## config.mk

```make
export PLATFORM = sky130hd
export DESIGN_NAME = ncd_core
export DESIGN_NICKNAME = d
export VERILOG_FILES = /design/src/shared/ncd_pkg.sv /design/src/ncd_alu.sv /design/src/ncd_core.sv
export SDC_FILE = /design/constraint.sdc
export NUM_CORES = 1
export LEC_CHECK = 0
export ABC_CLOCK_PERIOD_IN_PS = 11750
export BUFFER_PORTS_ARGS = -buffer_cell sky130_fd_sc_hd__buf_2
export CAP_MARGIN = 30
export CORE_ASPECT_RATIO = 1.75
export CORE_MARGIN = 2
export CORE_UTILIZATION = 50
export CTS_CLUSTER_DIAMETER = 120
export DETAILED_ROUTE_END_ITERATION = 10
export PLACE_DENSITY = 0.63
export SLEW_MARGIN = 20
export SYNTH_ARGS = -nofsm -noshare
export SYNTH_HDL_FRONTEND = slang
export SYNTH_HIERARCHICAL = 1
export SYNTH_SLANG_ARGS = --single-unit
```

## constraint.sdc

```tcl
create_clock -name i_ref_clk -period 11.75 [get_ports i_ref_clk]
set_input_delay 1.7625 -clock i_ref_clk [delete_from_list [all_inputs] [get_ports i_ref_clk]]
set_output_delay 1.7625 -clock i_ref_clk [all_outputs]
set_load 0.03 [all_outputs]
```

## src/shared/ncd_pkg.sv

```systemverilog
/*
 Opcodes, instruction field layout and memory geometry for the 4-bit
 decoder core. Assumes one machine cycle per clock-enable pulse.
*/
// What this block does
// - Load copies memory to register; store reverses
// - Immediate written straight into memory, no skip
// - Port input/output by group and code
// - Chained subtract with borrow, skip variants
// - Register minus memory, plain and two skip variants
// - Skip on register equal or unequal memory
// - Register mask test, skip if all ones
// - Register mask test, skip if all zeros
// - Memory immediate mask, skip if all ones
// - Memory immediate mask, skip if all zeros
// - Skip when some masked memory bit zero
// - Skip when some masked memory bit one
// - Word: opcode, row, column, operand fields
// - General registers are memory 00h to 0fh
package ncd_pkg;
    // =========================================================
    // Instruction fields
    localparam int OP_MSB = 15;
    localparam int OP_LSB = 10;
    localparam int ROW_MSB = 9;
    localparam int ROW_LSB = 8;
    localparam int COL_MSB = 7;
    localparam int COL_LSB = 4;
    localparam int OPD_MSB = 3;
    localparam int OPD_LSB = 0;
    localparam int MEM_WORDS = 64;
    localparam logic [1:0] GREG_ROW = 2'h0;
    localparam logic [3:0] NIB_ZERO = 4'h0;
    localparam logic [3:0] NIB_ONES = 4'hf;

    // =========================================================
    // Opcodes
    localparam logic [5:0] OP_MEM_IMM_OR = 6'h06;
    localparam logic [5:0] OP_MEM_IMM_AND = 6'h07;
    localparam logic [5:0] OP_MEM_IMM_XOR = 6'h0e;
    localparam logic [5:0] OP_IMM_TO_MEM_WRITE = 6'h0f;
    localparam logic [5:0] OP_REG_MEM_OR = 6'h16;
    localparam logic [5:0] OP_REG_MEM_AND = 6'h17;
    localparam logic [5:0] OP_REG_MINUS_MEM = 6'h18;
    localparam logic [5:0] OP_REG_MINUS_MEM_SKIP_BORROW = 6'h19;
    localparam logic [5:0] OP_REG_MINUS_MEM_SKIP_NO_BORROW = 6'h1a;
    localparam logic [5:0] OP_CHAINED_DIFF = 6'h1b;
    localparam logic [5:0] OP_CHAINED_DIFF_SKIP_ON_BORROW = 6'h1c;
    localparam logic [5:0] OP_CHAINED_DIFF_SKIP_NO_BORROW = 6'h1d;
    localparam logic [5:0] OP_REG_MEM_XOR = 6'h1e;
    localparam logic [5:0] OP_SAME_ROW_COPY = 6'h1f;
    localparam logic [5:0] OP_REG_MASK_ALL_ONES_TEST = 6'h20;
    localparam logic [5:0] OP_REG_MASK_ALL_ZEROS_TEST = 6'h21;
    localparam logic [5:0] OP_CMP_REG_MEM_MATCH = 6'h22;
    localparam logic [5:0] OP_CMP_REG_MEM_MISMATCH = 6'h23;
    localparam logic [5:0] OP_MEM_TO_REG_COPY = 6'h24;
    localparam logic [5:0] OP_REG_TO_MEM_COPY = 6'h25;
    localparam logic [5:0] OP_INDIRECT_DEST_COPY = 6'h26;
    localparam logic [5:0] OP_INDIRECT_SRC_COPY = 6'h27;
    localparam logic [5:0] OP_CMP_IMM_BELOW = 6'h30;
    localparam logic [5:0] OP_CMP_IMM_AT_OR_ABOVE = 6'h31;
    localparam logic [5:0] OP_CMP_IMM_MATCH = 6'h32;
    localparam logic [5:0] OP_CMP_IMM_MISMATCH = 6'h33;
    localparam logic [5:0] OP_MEM_MASK_SOME_ZERO_TEST = 6'h34;
    localparam logic [5:0] OP_MEM_MASK_ALL_ONES_TEST = 6'h35;
    localparam logic [5:0] OP_MEM_MASK_SOME_ONE_TEST = 6'h36;
    localparam logic [5:0] OP_MEM_MASK_ALL_ZEROS_TEST = 6'h37;
    localparam logic [5:0] OP_PORT_READ_GROUP_ONE = 6'h38;
    localparam logic [5:0] OP_PORT_READ_GROUP_TWO = 6'h39;
    localparam logic [5:0] OP_PORT_READ_GROUP_THREE = 6'h3a;
    localparam logic [5:0] OP_PORT_WRITE_GROUP_ONE = 6'h3b;
    localparam logic [5:0] OP_PORT_WRITE_GROUP_TWO = 6'h3c;
    localparam logic [5:0] OP_PORT_WRITE_GROUP_THREE = 6'h3d;

    // Group numbers on the port matrix
    localparam logic [1:0] GRP_ONE = 2'h1;
    localparam logic [1:0] GRP_TWO = 2'h2;
    localparam logic [1:0] GRP_THREE = 2'h3;

    typedef enum {
        NCD_RUN,
        NCD_IN_WAIT
    } ncd_state_t;
endpackage

```

## src/ncd_alu.sv

```systemverilog
/*
 Combinational operation unit: result, borrow and skip per opcode.
 Assumes operands already fetched from data memory by the caller.
*/
module ncd_alu
    import ncd_pkg::*;
(
    input wire logic [5:0] i_op,
    input wire logic [3:0] i_reg,
    input wire logic [3:0] i_mem,
    input wire logic [3:0] i_imm,
    input wire logic i_borrow,
    output logic [3:0] o_result,
    output logic o_borrow,
    output logic o_set_borrow,
    output logic o_skip,
    output logic o_wr_reg,
    output logic o_wr_mem
);
    logic [4:0] diff;
    logic chained;
    logic [3:0] rmask;
    logic [3:0] mmask;

    // =========================================================
    // Shared arithmetic
    always_comb begin
        chained = (i_op == OP_CHAINED_DIFF) ||
                  (i_op == OP_CHAINED_DIFF_SKIP_ON_BORROW) ||
                  (i_op == OP_CHAINED_DIFF_SKIP_NO_BORROW);
        diff = {1'b0, i_reg} - {1'b0, i_mem}
               - {4'h0, chained & i_borrow};
        rmask = i_reg & i_mem;
        mmask = i_mem & i_imm;
    end

    // =========================================================
    // Per-opcode behaviour
    always_comb begin
        o_result = NIB_ZERO;
        o_borrow = diff[4];
        o_set_borrow = 1'b0;
        o_skip = 1'b0;
        o_wr_reg = 1'b0;
        o_wr_mem = 1'b0;
        case (i_op)
            OP_REG_MINUS_MEM, OP_REG_MINUS_MEM_SKIP_BORROW,
            OP_REG_MINUS_MEM_SKIP_NO_BORROW, OP_CHAINED_DIFF,
            OP_CHAINED_DIFF_SKIP_ON_BORROW,
            OP_CHAINED_DIFF_SKIP_NO_BORROW: begin
                o_result = diff[3:0];
                o_wr_reg = 1'b1;
                o_set_borrow = 1'b1;
                if (i_op == OP_REG_MINUS_MEM_SKIP_BORROW ||
                    i_op == OP_CHAINED_DIFF_SKIP_ON_BORROW) begin
                    o_skip = diff[4];
                end else if (i_op == OP_REG_MINUS_MEM_SKIP_NO_BORROW ||
                             i_op == OP_CHAINED_DIFF_SKIP_NO_BORROW) begin
                    o_skip = ~diff[4];
                end
            end
            OP_CMP_REG_MEM_MATCH: o_skip = (i_reg == i_mem);
            OP_CMP_REG_MEM_MISMATCH: o_skip = (i_reg != i_mem);
            OP_REG_MASK_ALL_ONES_TEST: o_skip = (rmask == i_mem);
            OP_REG_MASK_ALL_ZEROS_TEST:
                o_skip = (rmask == NIB_ZERO);
            OP_MEM_MASK_ALL_ONES_TEST: o_skip = (mmask == i_imm);
            OP_MEM_MASK_ALL_ZEROS_TEST:
                o_skip = (mmask == NIB_ZERO);
            OP_MEM_MASK_SOME_ZERO_TEST:
                o_skip = (mmask != i_imm);
            OP_MEM_MASK_SOME_ONE_TEST:
                o_skip = (mmask != NIB_ZERO);
            OP_CMP_IMM_BELOW: o_skip = (i_mem < i_imm);
            OP_CMP_IMM_AT_OR_ABOVE: o_skip = (i_mem >= i_imm);
            OP_CMP_IMM_MATCH: o_skip = (i_mem == i_imm);
            OP_CMP_IMM_MISMATCH: o_skip = (i_mem != i_imm);
            OP_REG_MEM_OR: begin
                o_result = i_reg | i_mem;
                o_wr_reg = 1'b1;
            end
            OP_REG_MEM_AND: begin
                o_result = i_reg & i_mem;
                o_wr_reg = 1'b1;
            end
            OP_REG_MEM_XOR: begin
                o_result = i_reg ^ i_mem;
                o_wr_reg = 1'b1;
            end
            OP_MEM_IMM_OR: begin
                o_result = i_mem | i_imm;
                o_wr_mem = 1'b1;
            end
            OP_MEM_IMM_AND: begin
                o_result = i_mem & i_imm;
                o_wr_mem = 1'b1;
            end
            OP_MEM_IMM_XOR: begin
                o_result = i_mem ^ i_imm;
                o_wr_mem = 1'b1;
            end
            OP_IMM_TO_MEM_WRITE: begin
                o_result = i_imm;
                o_wr_mem = 1'b1;
            end
            OP_MEM_TO_REG_COPY: begin
                o_result = i_mem;
                o_wr_reg = 1'b1;
            end
            OP_REG_TO_MEM_COPY: begin
                o_result = i_reg;
                o_wr_mem = 1'b1;
            end
            default: o_result = NIB_ZERO;
        endcase
    end
endmodule

```

## src/ncd_core.sv

```systemverilog
/*
 Instruction decoder core with its data memory held in flip-flops.
 Each taken word finishes in one enabled cycle, port reads in two.
 Assumes one instruction word offered at a time with valid/ready,
 a port matrix that answers a read one enabled cycle later, and an
 outside sequencer that drops the word following a skip pulse.
*/
module ncd_core
    import ncd_pkg::*;
#(
    parameter int WORDS = MEM_WORDS
)
(
    input wire logic i_ref_clk,
    input wire logic i_rst,
    input wire logic i_ce,
    input wire logic i_instr_valid,
    input wire logic [15:0] i_instr,
    input wire logic [1:0] i_page,
    input wire logic [3:0] i_port_rdata,
    output logic o_ready,
    output logic o_skip,
    output logic o_borrow,
    output logic o_port_rd,
    output logic o_port_wr,
    output logic [1:0] o_port_group,
    output logic [3:0] o_port_code,
    output logic [3:0] o_port_wdata
);
    logic [3:0] mem [WORDS];
    ncd_state_t state;
    logic [5:0] in_addr;
    logic take;
    logic [5:0] op;
    logic [5:0] m_addr;
    logic [5:0] r_addr;
    logic [5:0] far_addr;
    logic [3:0] opd;
    logic [3:0] m_val;
    logic [3:0] r_val;
    logic [3:0] alu_res;
    logic alu_borrow;
    logic alu_set_borrow;
    logic alu_skip;
    logic alu_wr_reg;
    logic alu_wr_mem;
    logic wr_en;
    logic [5:0] wr_addr;
    logic [3:0] wr_data;
    logic is_in;
    logic is_out;

    // =========================================================
    // Field split and operand fetch
    always_comb begin
        // Ready is low right after reset and while a read is pending
        take = i_ce && i_instr_valid && o_ready;
        op = i_instr[OP_MSB:OP_LSB];
        opd = i_instr[OPD_MSB:OPD_LSB];
        m_addr = {i_instr[ROW_MSB:ROW_LSB], i_instr[COL_MSB:COL_LSB]};
        r_addr = {GREG_ROW, opd};
        m_val = mem[m_addr];
        r_val = mem[r_addr];
        // Indirect moves: row from the page input, column from r
        far_addr = {i_page, r_val};
        is_in = (op == OP_PORT_READ_GROUP_ONE) ||
                (op == OP_PORT_READ_GROUP_TWO) ||
                (op == OP_PORT_READ_GROUP_THREE);
        is_out = (op == OP_PORT_WRITE_GROUP_ONE) ||
                 (op == OP_PORT_WRITE_GROUP_TWO) ||
                 (op == OP_PORT_WRITE_GROUP_THREE);
    end

    ncd_alu u_alu (
        .i_op(op),
        .i_reg(r_val),
        .i_mem(m_val),
        .i_imm(opd),
        .i_borrow(o_borrow),
        .o_result(alu_res),
        .o_borrow(alu_borrow),
        .o_set_borrow(alu_set_borrow),
        .o_skip(alu_skip),
        .o_wr_reg(alu_wr_reg),
        .o_wr_mem(alu_wr_mem)
    );

    // =========================================================
    // Single write port select; one store per instruction
    always_comb begin
        wr_en = 1'b0;
        wr_addr = m_addr;
        wr_data = alu_res;
        // Pending port data owns the write port; no word is taken
        if (i_ce && state == NCD_IN_WAIT) begin
            wr_en = 1'b1;
            wr_addr = in_addr;
            wr_data = i_port_rdata;
        end else if (take) begin
            case (op)
                OP_SAME_ROW_COPY: begin
                    wr_en = 1'b1;
                    wr_data = mem[{i_instr[ROW_MSB:ROW_LSB], opd}];
                end
                OP_INDIRECT_DEST_COPY: begin
                    wr_en = 1'b1;
                    wr_addr = far_addr;
                    wr_data = m_val;
                end
                OP_INDIRECT_SRC_COPY: begin
                    wr_en = 1'b1;
                    wr_data = mem[far_addr];
                end
                default: begin
                    wr_en = alu_wr_reg | alu_wr_mem;
                    wr_addr = alu_wr_reg ? r_addr : m_addr;
                end
            endcase
        end
    end

    // =========================================================
    // Data memory
    generate
        for (genvar i = 0; i < WORDS; i++) begin : g_mem
            always_ff @(posedge i_ref_clk or posedge i_rst) begin
                if (i_rst) begin
                    mem[i] <= NIB_ZERO;
                end else if (wr_en && wr_addr == 6'(i)) begin
                    mem[i] <= wr_data;
                end
            end
        end
    endgenerate

    // =========================================================
    // Sequencing; a port read costs a second cycle
    always_ff @(posedge i_ref_clk or posedge i_rst) begin
        if (i_rst) begin
            state <= NCD_RUN;
            o_ready <= 1'b0;
        end else if (i_ce) begin
            case (state)
                NCD_RUN: begin
                    o_ready <= 1'b1;
                    if (take && is_in) begin
                        state <= NCD_IN_WAIT;
                        o_ready <= 1'b0;
                    end
                end
                NCD_IN_WAIT: begin
                    state <= NCD_RUN;
                    o_ready <= 1'b1;
                end
                default: state <= NCD_RUN;
            endcase
        end
    end

    // =========================================================
    // Target of a pending port read, kept for its second cycle
    always_ff @(posedge i_ref_clk or posedge i_rst) begin
        if (i_rst) begin
            in_addr <= {GREG_ROW, NIB_ZERO};
        end else if (take && is_in) begin
            in_addr <= m_addr;
        end
    end

    // =========================================================
    // Skip pulse; the sequencer outside drops the next word
    always_ff @(posedge i_ref_clk or posedge i_rst) begin
        if (i_rst) begin
            o_skip <= 1'b0;
        end else if (i_ce) begin
            o_skip <= take & alu_skip;
        end
    end

    // =========================================================
    // Borrow; only the subtract family moves it, so a chained
    // subtract may follow any number of other instructions
    always_ff @(posedge i_ref_clk or posedge i_rst) begin
        if (i_rst) begin
            o_borrow <= 1'b0;
        end else if (take && alu_set_borrow) begin
            o_borrow <= alu_borrow;
        end
    end

    // =========================================================
    // Port matrix strobes, one enabled cycle each
    always_ff @(posedge i_ref_clk or posedge i_rst) begin
        if (i_rst) begin
            o_port_rd <= 1'b0;
            o_port_wr <= 1'b0;
        end else if (i_ce) begin
            o_port_rd <= take & is_in;
            o_port_wr <= take & is_out;
        end
    end

    // =========================================================
    // Port fields hold until the next port instruction
    always_ff @(posedge i_ref_clk or posedge i_rst) begin
        if (i_rst) begin
            o_port_group <= 2'h0;
            o_port_code <= 4'h0;
            o_port_wdata <= 4'h0;
        end else if (take && (is_in || is_out)) begin
            // Group follows opcode order within each triple
            case (op)
                OP_PORT_READ_GROUP_ONE,
                OP_PORT_WRITE_GROUP_ONE: o_port_group <= GRP_ONE;
                OP_PORT_READ_GROUP_TWO,
                OP_PORT_WRITE_GROUP_TWO: o_port_group <= GRP_TWO;
                default: o_port_group <= GRP_THREE;
            endcase
            o_port_code <= opd;
            o_port_wdata <= m_val;
        end
    end
endmodule

```

==> impl_results.md <==
* Initial antenna violation count at 1
* Vias in the first global route at roughly 17000
* Max-cap viol count at 0
* Worst skew pair latency at 580 ps
* RSZ-0062 raised after global routing: false
* Worst Path Required at about 12000 ps
* Setup CP Type: primary input to flip-flop
* Area contributors post-synth: dfrtp_1 (34%), mux4_2 (18%), mux2i_1 (11%), mux2_2 (4.9%), nand2_1 (4.9%)
* Worst setup EP type: flip-flop
* Synth Warn # at 6
* Cts repair resizes at 0
* Dpl cells at 2408
* Fmax achieved at 0.140 GHz
* Slew HR at 23.1%
* Outcome: finished, final reports clean
* Reg-to-Reg Start: mem[200]$_DFFE_PP0P_
* Worst slew pin tran at 1150 ps
* Root Buffer: clkbuf_16
* Synth cell types at roughly 90
* Drt total wl at 73.8 mm
* Clock transition at the registers of the reported paths at 70 ps
* Minimum clock period at 7170 ps
* Biggest area consumer among synthesized cells: dfrtp_1
* Fill count at 3519
* Die height at 272 um
* Initial DRC Count at 2171
* Layout cells sized above 1 at 21.9%
* Num CTS Buffers at 28
* Die Area at 42700 um2
* Die Width at about 160 um
* Cells after synthesis at 1947
* Hold Path Origin: o_port_wdata[1]$_DFFE_PP0P_
* Place WS at 4090 ps
* Period utilization at 61.0%
* I/O pin cnt at 41
* GRT Total Usage at 34.7%
* Core area at 40600 um2
* First-pass GRT wire length at 110 mm
* Clock buffer depth at 3
* Arr. time, crit path at 7600 ps
* First drt pass iteration count at 5
* Antenna violation net count after detailed routing at 0
* Synthesized flop and latch total at 278
* Vias per inst at just over 7
* Peak VDD IR at 105 uV
* Area grow syn2layout at 6.31%
* Slew Viols, Final at 0
* PortBufs at 40
* HPWL after DPL at 48.5 mm
* Clk sinks at 278
* Register area share after synthesis at between 30% and 40%
* Mapped Area at a little over 20000 um2
* Mapped Nets at between 1500 and 2000
* Number of remaining DRC errors at 0
* Vias after detailed routing at 17300
* Finished Cell Area at 21800 um2
* Setup violators final at 0
* Commonest cells after routing, fill and taps aside: dfrtp_1 (278), nand2_1 (265), mux2i_1 (218)
* Crit. Startpoint: i_instr[4]
* H-tree Lvls at 1
* Top cell type's share of synthesized area at 34.0%
* Fin. Hold Viols at 0
* TNS Setup at 0 ps
* Hold_ws at 499 ps
* CP max FO at 44
* Pwr Density at between 90 and 100 nW/um2
* Hold_buf cts at 0
* Post-synth EDFFs at 0
* Layout Skew at between 20 and 25 ps
* Lkg Pwr at 9.97 nW
* Non-filler cells, final at 2460
* Hold WC Path Type: flip-flop to flip-flop
* Commonest non-fill, non-tap cell in the layout: dfrtp_1
* Worst Setup Start Kind: primary input
* Setup WS post-layout at approximately 4600 ps
* Largest net degree at the start of global routing at 114
* Placed Area at 20900 um2
* Final nets at 1936
* Area taken by multi-input logic gates at 12600 um2
* Synth Flop Type: dfrtp_1
* Remaining Overflow, GRT at 0
* Row cnt at 98
* Initial core utilization at 50.5%
* Syn Area/Cell at approximately 11 um2
* Post-CTS Setup Inserts at 0
* Gpl congestion at 0.967
* Async SR Flop Fraction at 100%
* Sequential Area at 6960 um2
* Drt wl/cell at 30.0 um
* CTS tree: built
[cell usage after synthesis (17+ instances only)]
| library cell | number |
|---|---|
| nor2_1 | 92 |
| inv_1 | 31 |
| mux2i_1 | 218 |
| a21oi_1 | 116 |
| a211oi_1 | 17 |
| o21ai_0 | 22 |
| buf_2 | 67 |
| nand2_1 | 267 |
| ha_1 | 19 |
| nand3_1 | 37 |
| o31ai_1 | 69 |
| nor3_1 | 88 |
| dfrtp_1 | 278 |
| clkbuf_1 | 65 |
| buf_4 | 22 |
| mux4_2 | 162 |
| mux2_2 | 90 |
| nor4_1 | 74 |
[path summary, 6_finish.rpt]
check / to / slack [ps] / cells past startpoint
min in group asynchronous: mem[113]$_DFFE_PP0P_ / 1330 / 2
min reg2reg: o_port_wdata[1]$_DFFE_PP0P_ / 500 / 1
min: o_port_wdata[1]$_DFFE_PP0P_ / 500 / 1
max in group asynchronous: mem[6]$_DFFE_PP0P_ / 8190 / 4
max: mem[245]$_DFFE_PP0P_ / 4580 / 17
max reg2reg: mem[121]$_DFFE_PP0P_ / 6110 / 12
[metrics by stage]
stage          power, W  utilization, %
6_report        0.00211            53.7
5_1_grt         0.00216            53.7
4_1_cts         0.00212            53.6
3_5_place_dp    0.00122            51.5
3_3_place_gp    0.00122            51.4
2_1_floorplan   0.00115               -
[state kept, by name (all words and copies together) (netlist names), 2 cells and up]
| register | flops |
|---|---|
| o_port_wdata | 4 |
| mem | 256 |
| o_port_group | 2 |
| in_addr | 6 |
| o_port_code | 4 |
[critical path: stages]
cell and delay [ps]:
buf_4 350, buf_4 640, mux4_2 610, mux4_2 560, mux4_2 660, inv_1 240
fa_1 220, inv_1 60, fa_1 480, o21ai_0 90, a221oi_1 250, nand3_1 140
o21ai_0 250, nand2_2 370, buf_4 430, mux2i_1 250, a21oi_1 60
[routing by layer]
| layer | vias up | share of wire [%] | GRT usage (%) |
|---|---|---|---|
| li1 | 7293 | - | - |
| met1 | 8730 | 35 | 41.2 |
| met2 | 986 | 48 | 56.4 |
| met3 | 301 | 7.2 | 4.90 |
| met4 | 0 | 9.3 | 26.9 |
| met5 | - | 0 | 0 |
[cells by family after synthesis]
| kind of cell | Yosys count | synth area share [%] |
|---|---|---|
| adders and majority gates | 21 | 1.36 |
| buffers and inverters | 206 | 4.83 |
| DFF | 278 | 34.0 |
| xor gates and xnor gates | 13 | 0.556 |
| and+or+nand+nor | 627 | 14.4 |
| muxes | 475 | 33.7 |
| AOI/OAI and AO/OA | 327 | 11.2 |
[power by group]
part / internal [W] / switching, W / total (W)
Sequential: 0.000969 / 0.00000884 / 0.000978
Combinational: 0.0000688 / 0.000162 / 0.000231
Clock: 0.000483 / 0.000415 / 0.000898
Total: 0.00152 / 0.000586 / 0.00211
[layout make-up]
type	count	area share [%]
sequential	278	31.9
timing repair buffer	83	2.42
inverter	35	0.666
multi-input combinational	1463	57.8
tap	550	3.16
clock buffer	34	3.51
antenna	1	0.0115
clock inverter	16	0.506
No activity file was read; power rests on OpenSTA's default activity.
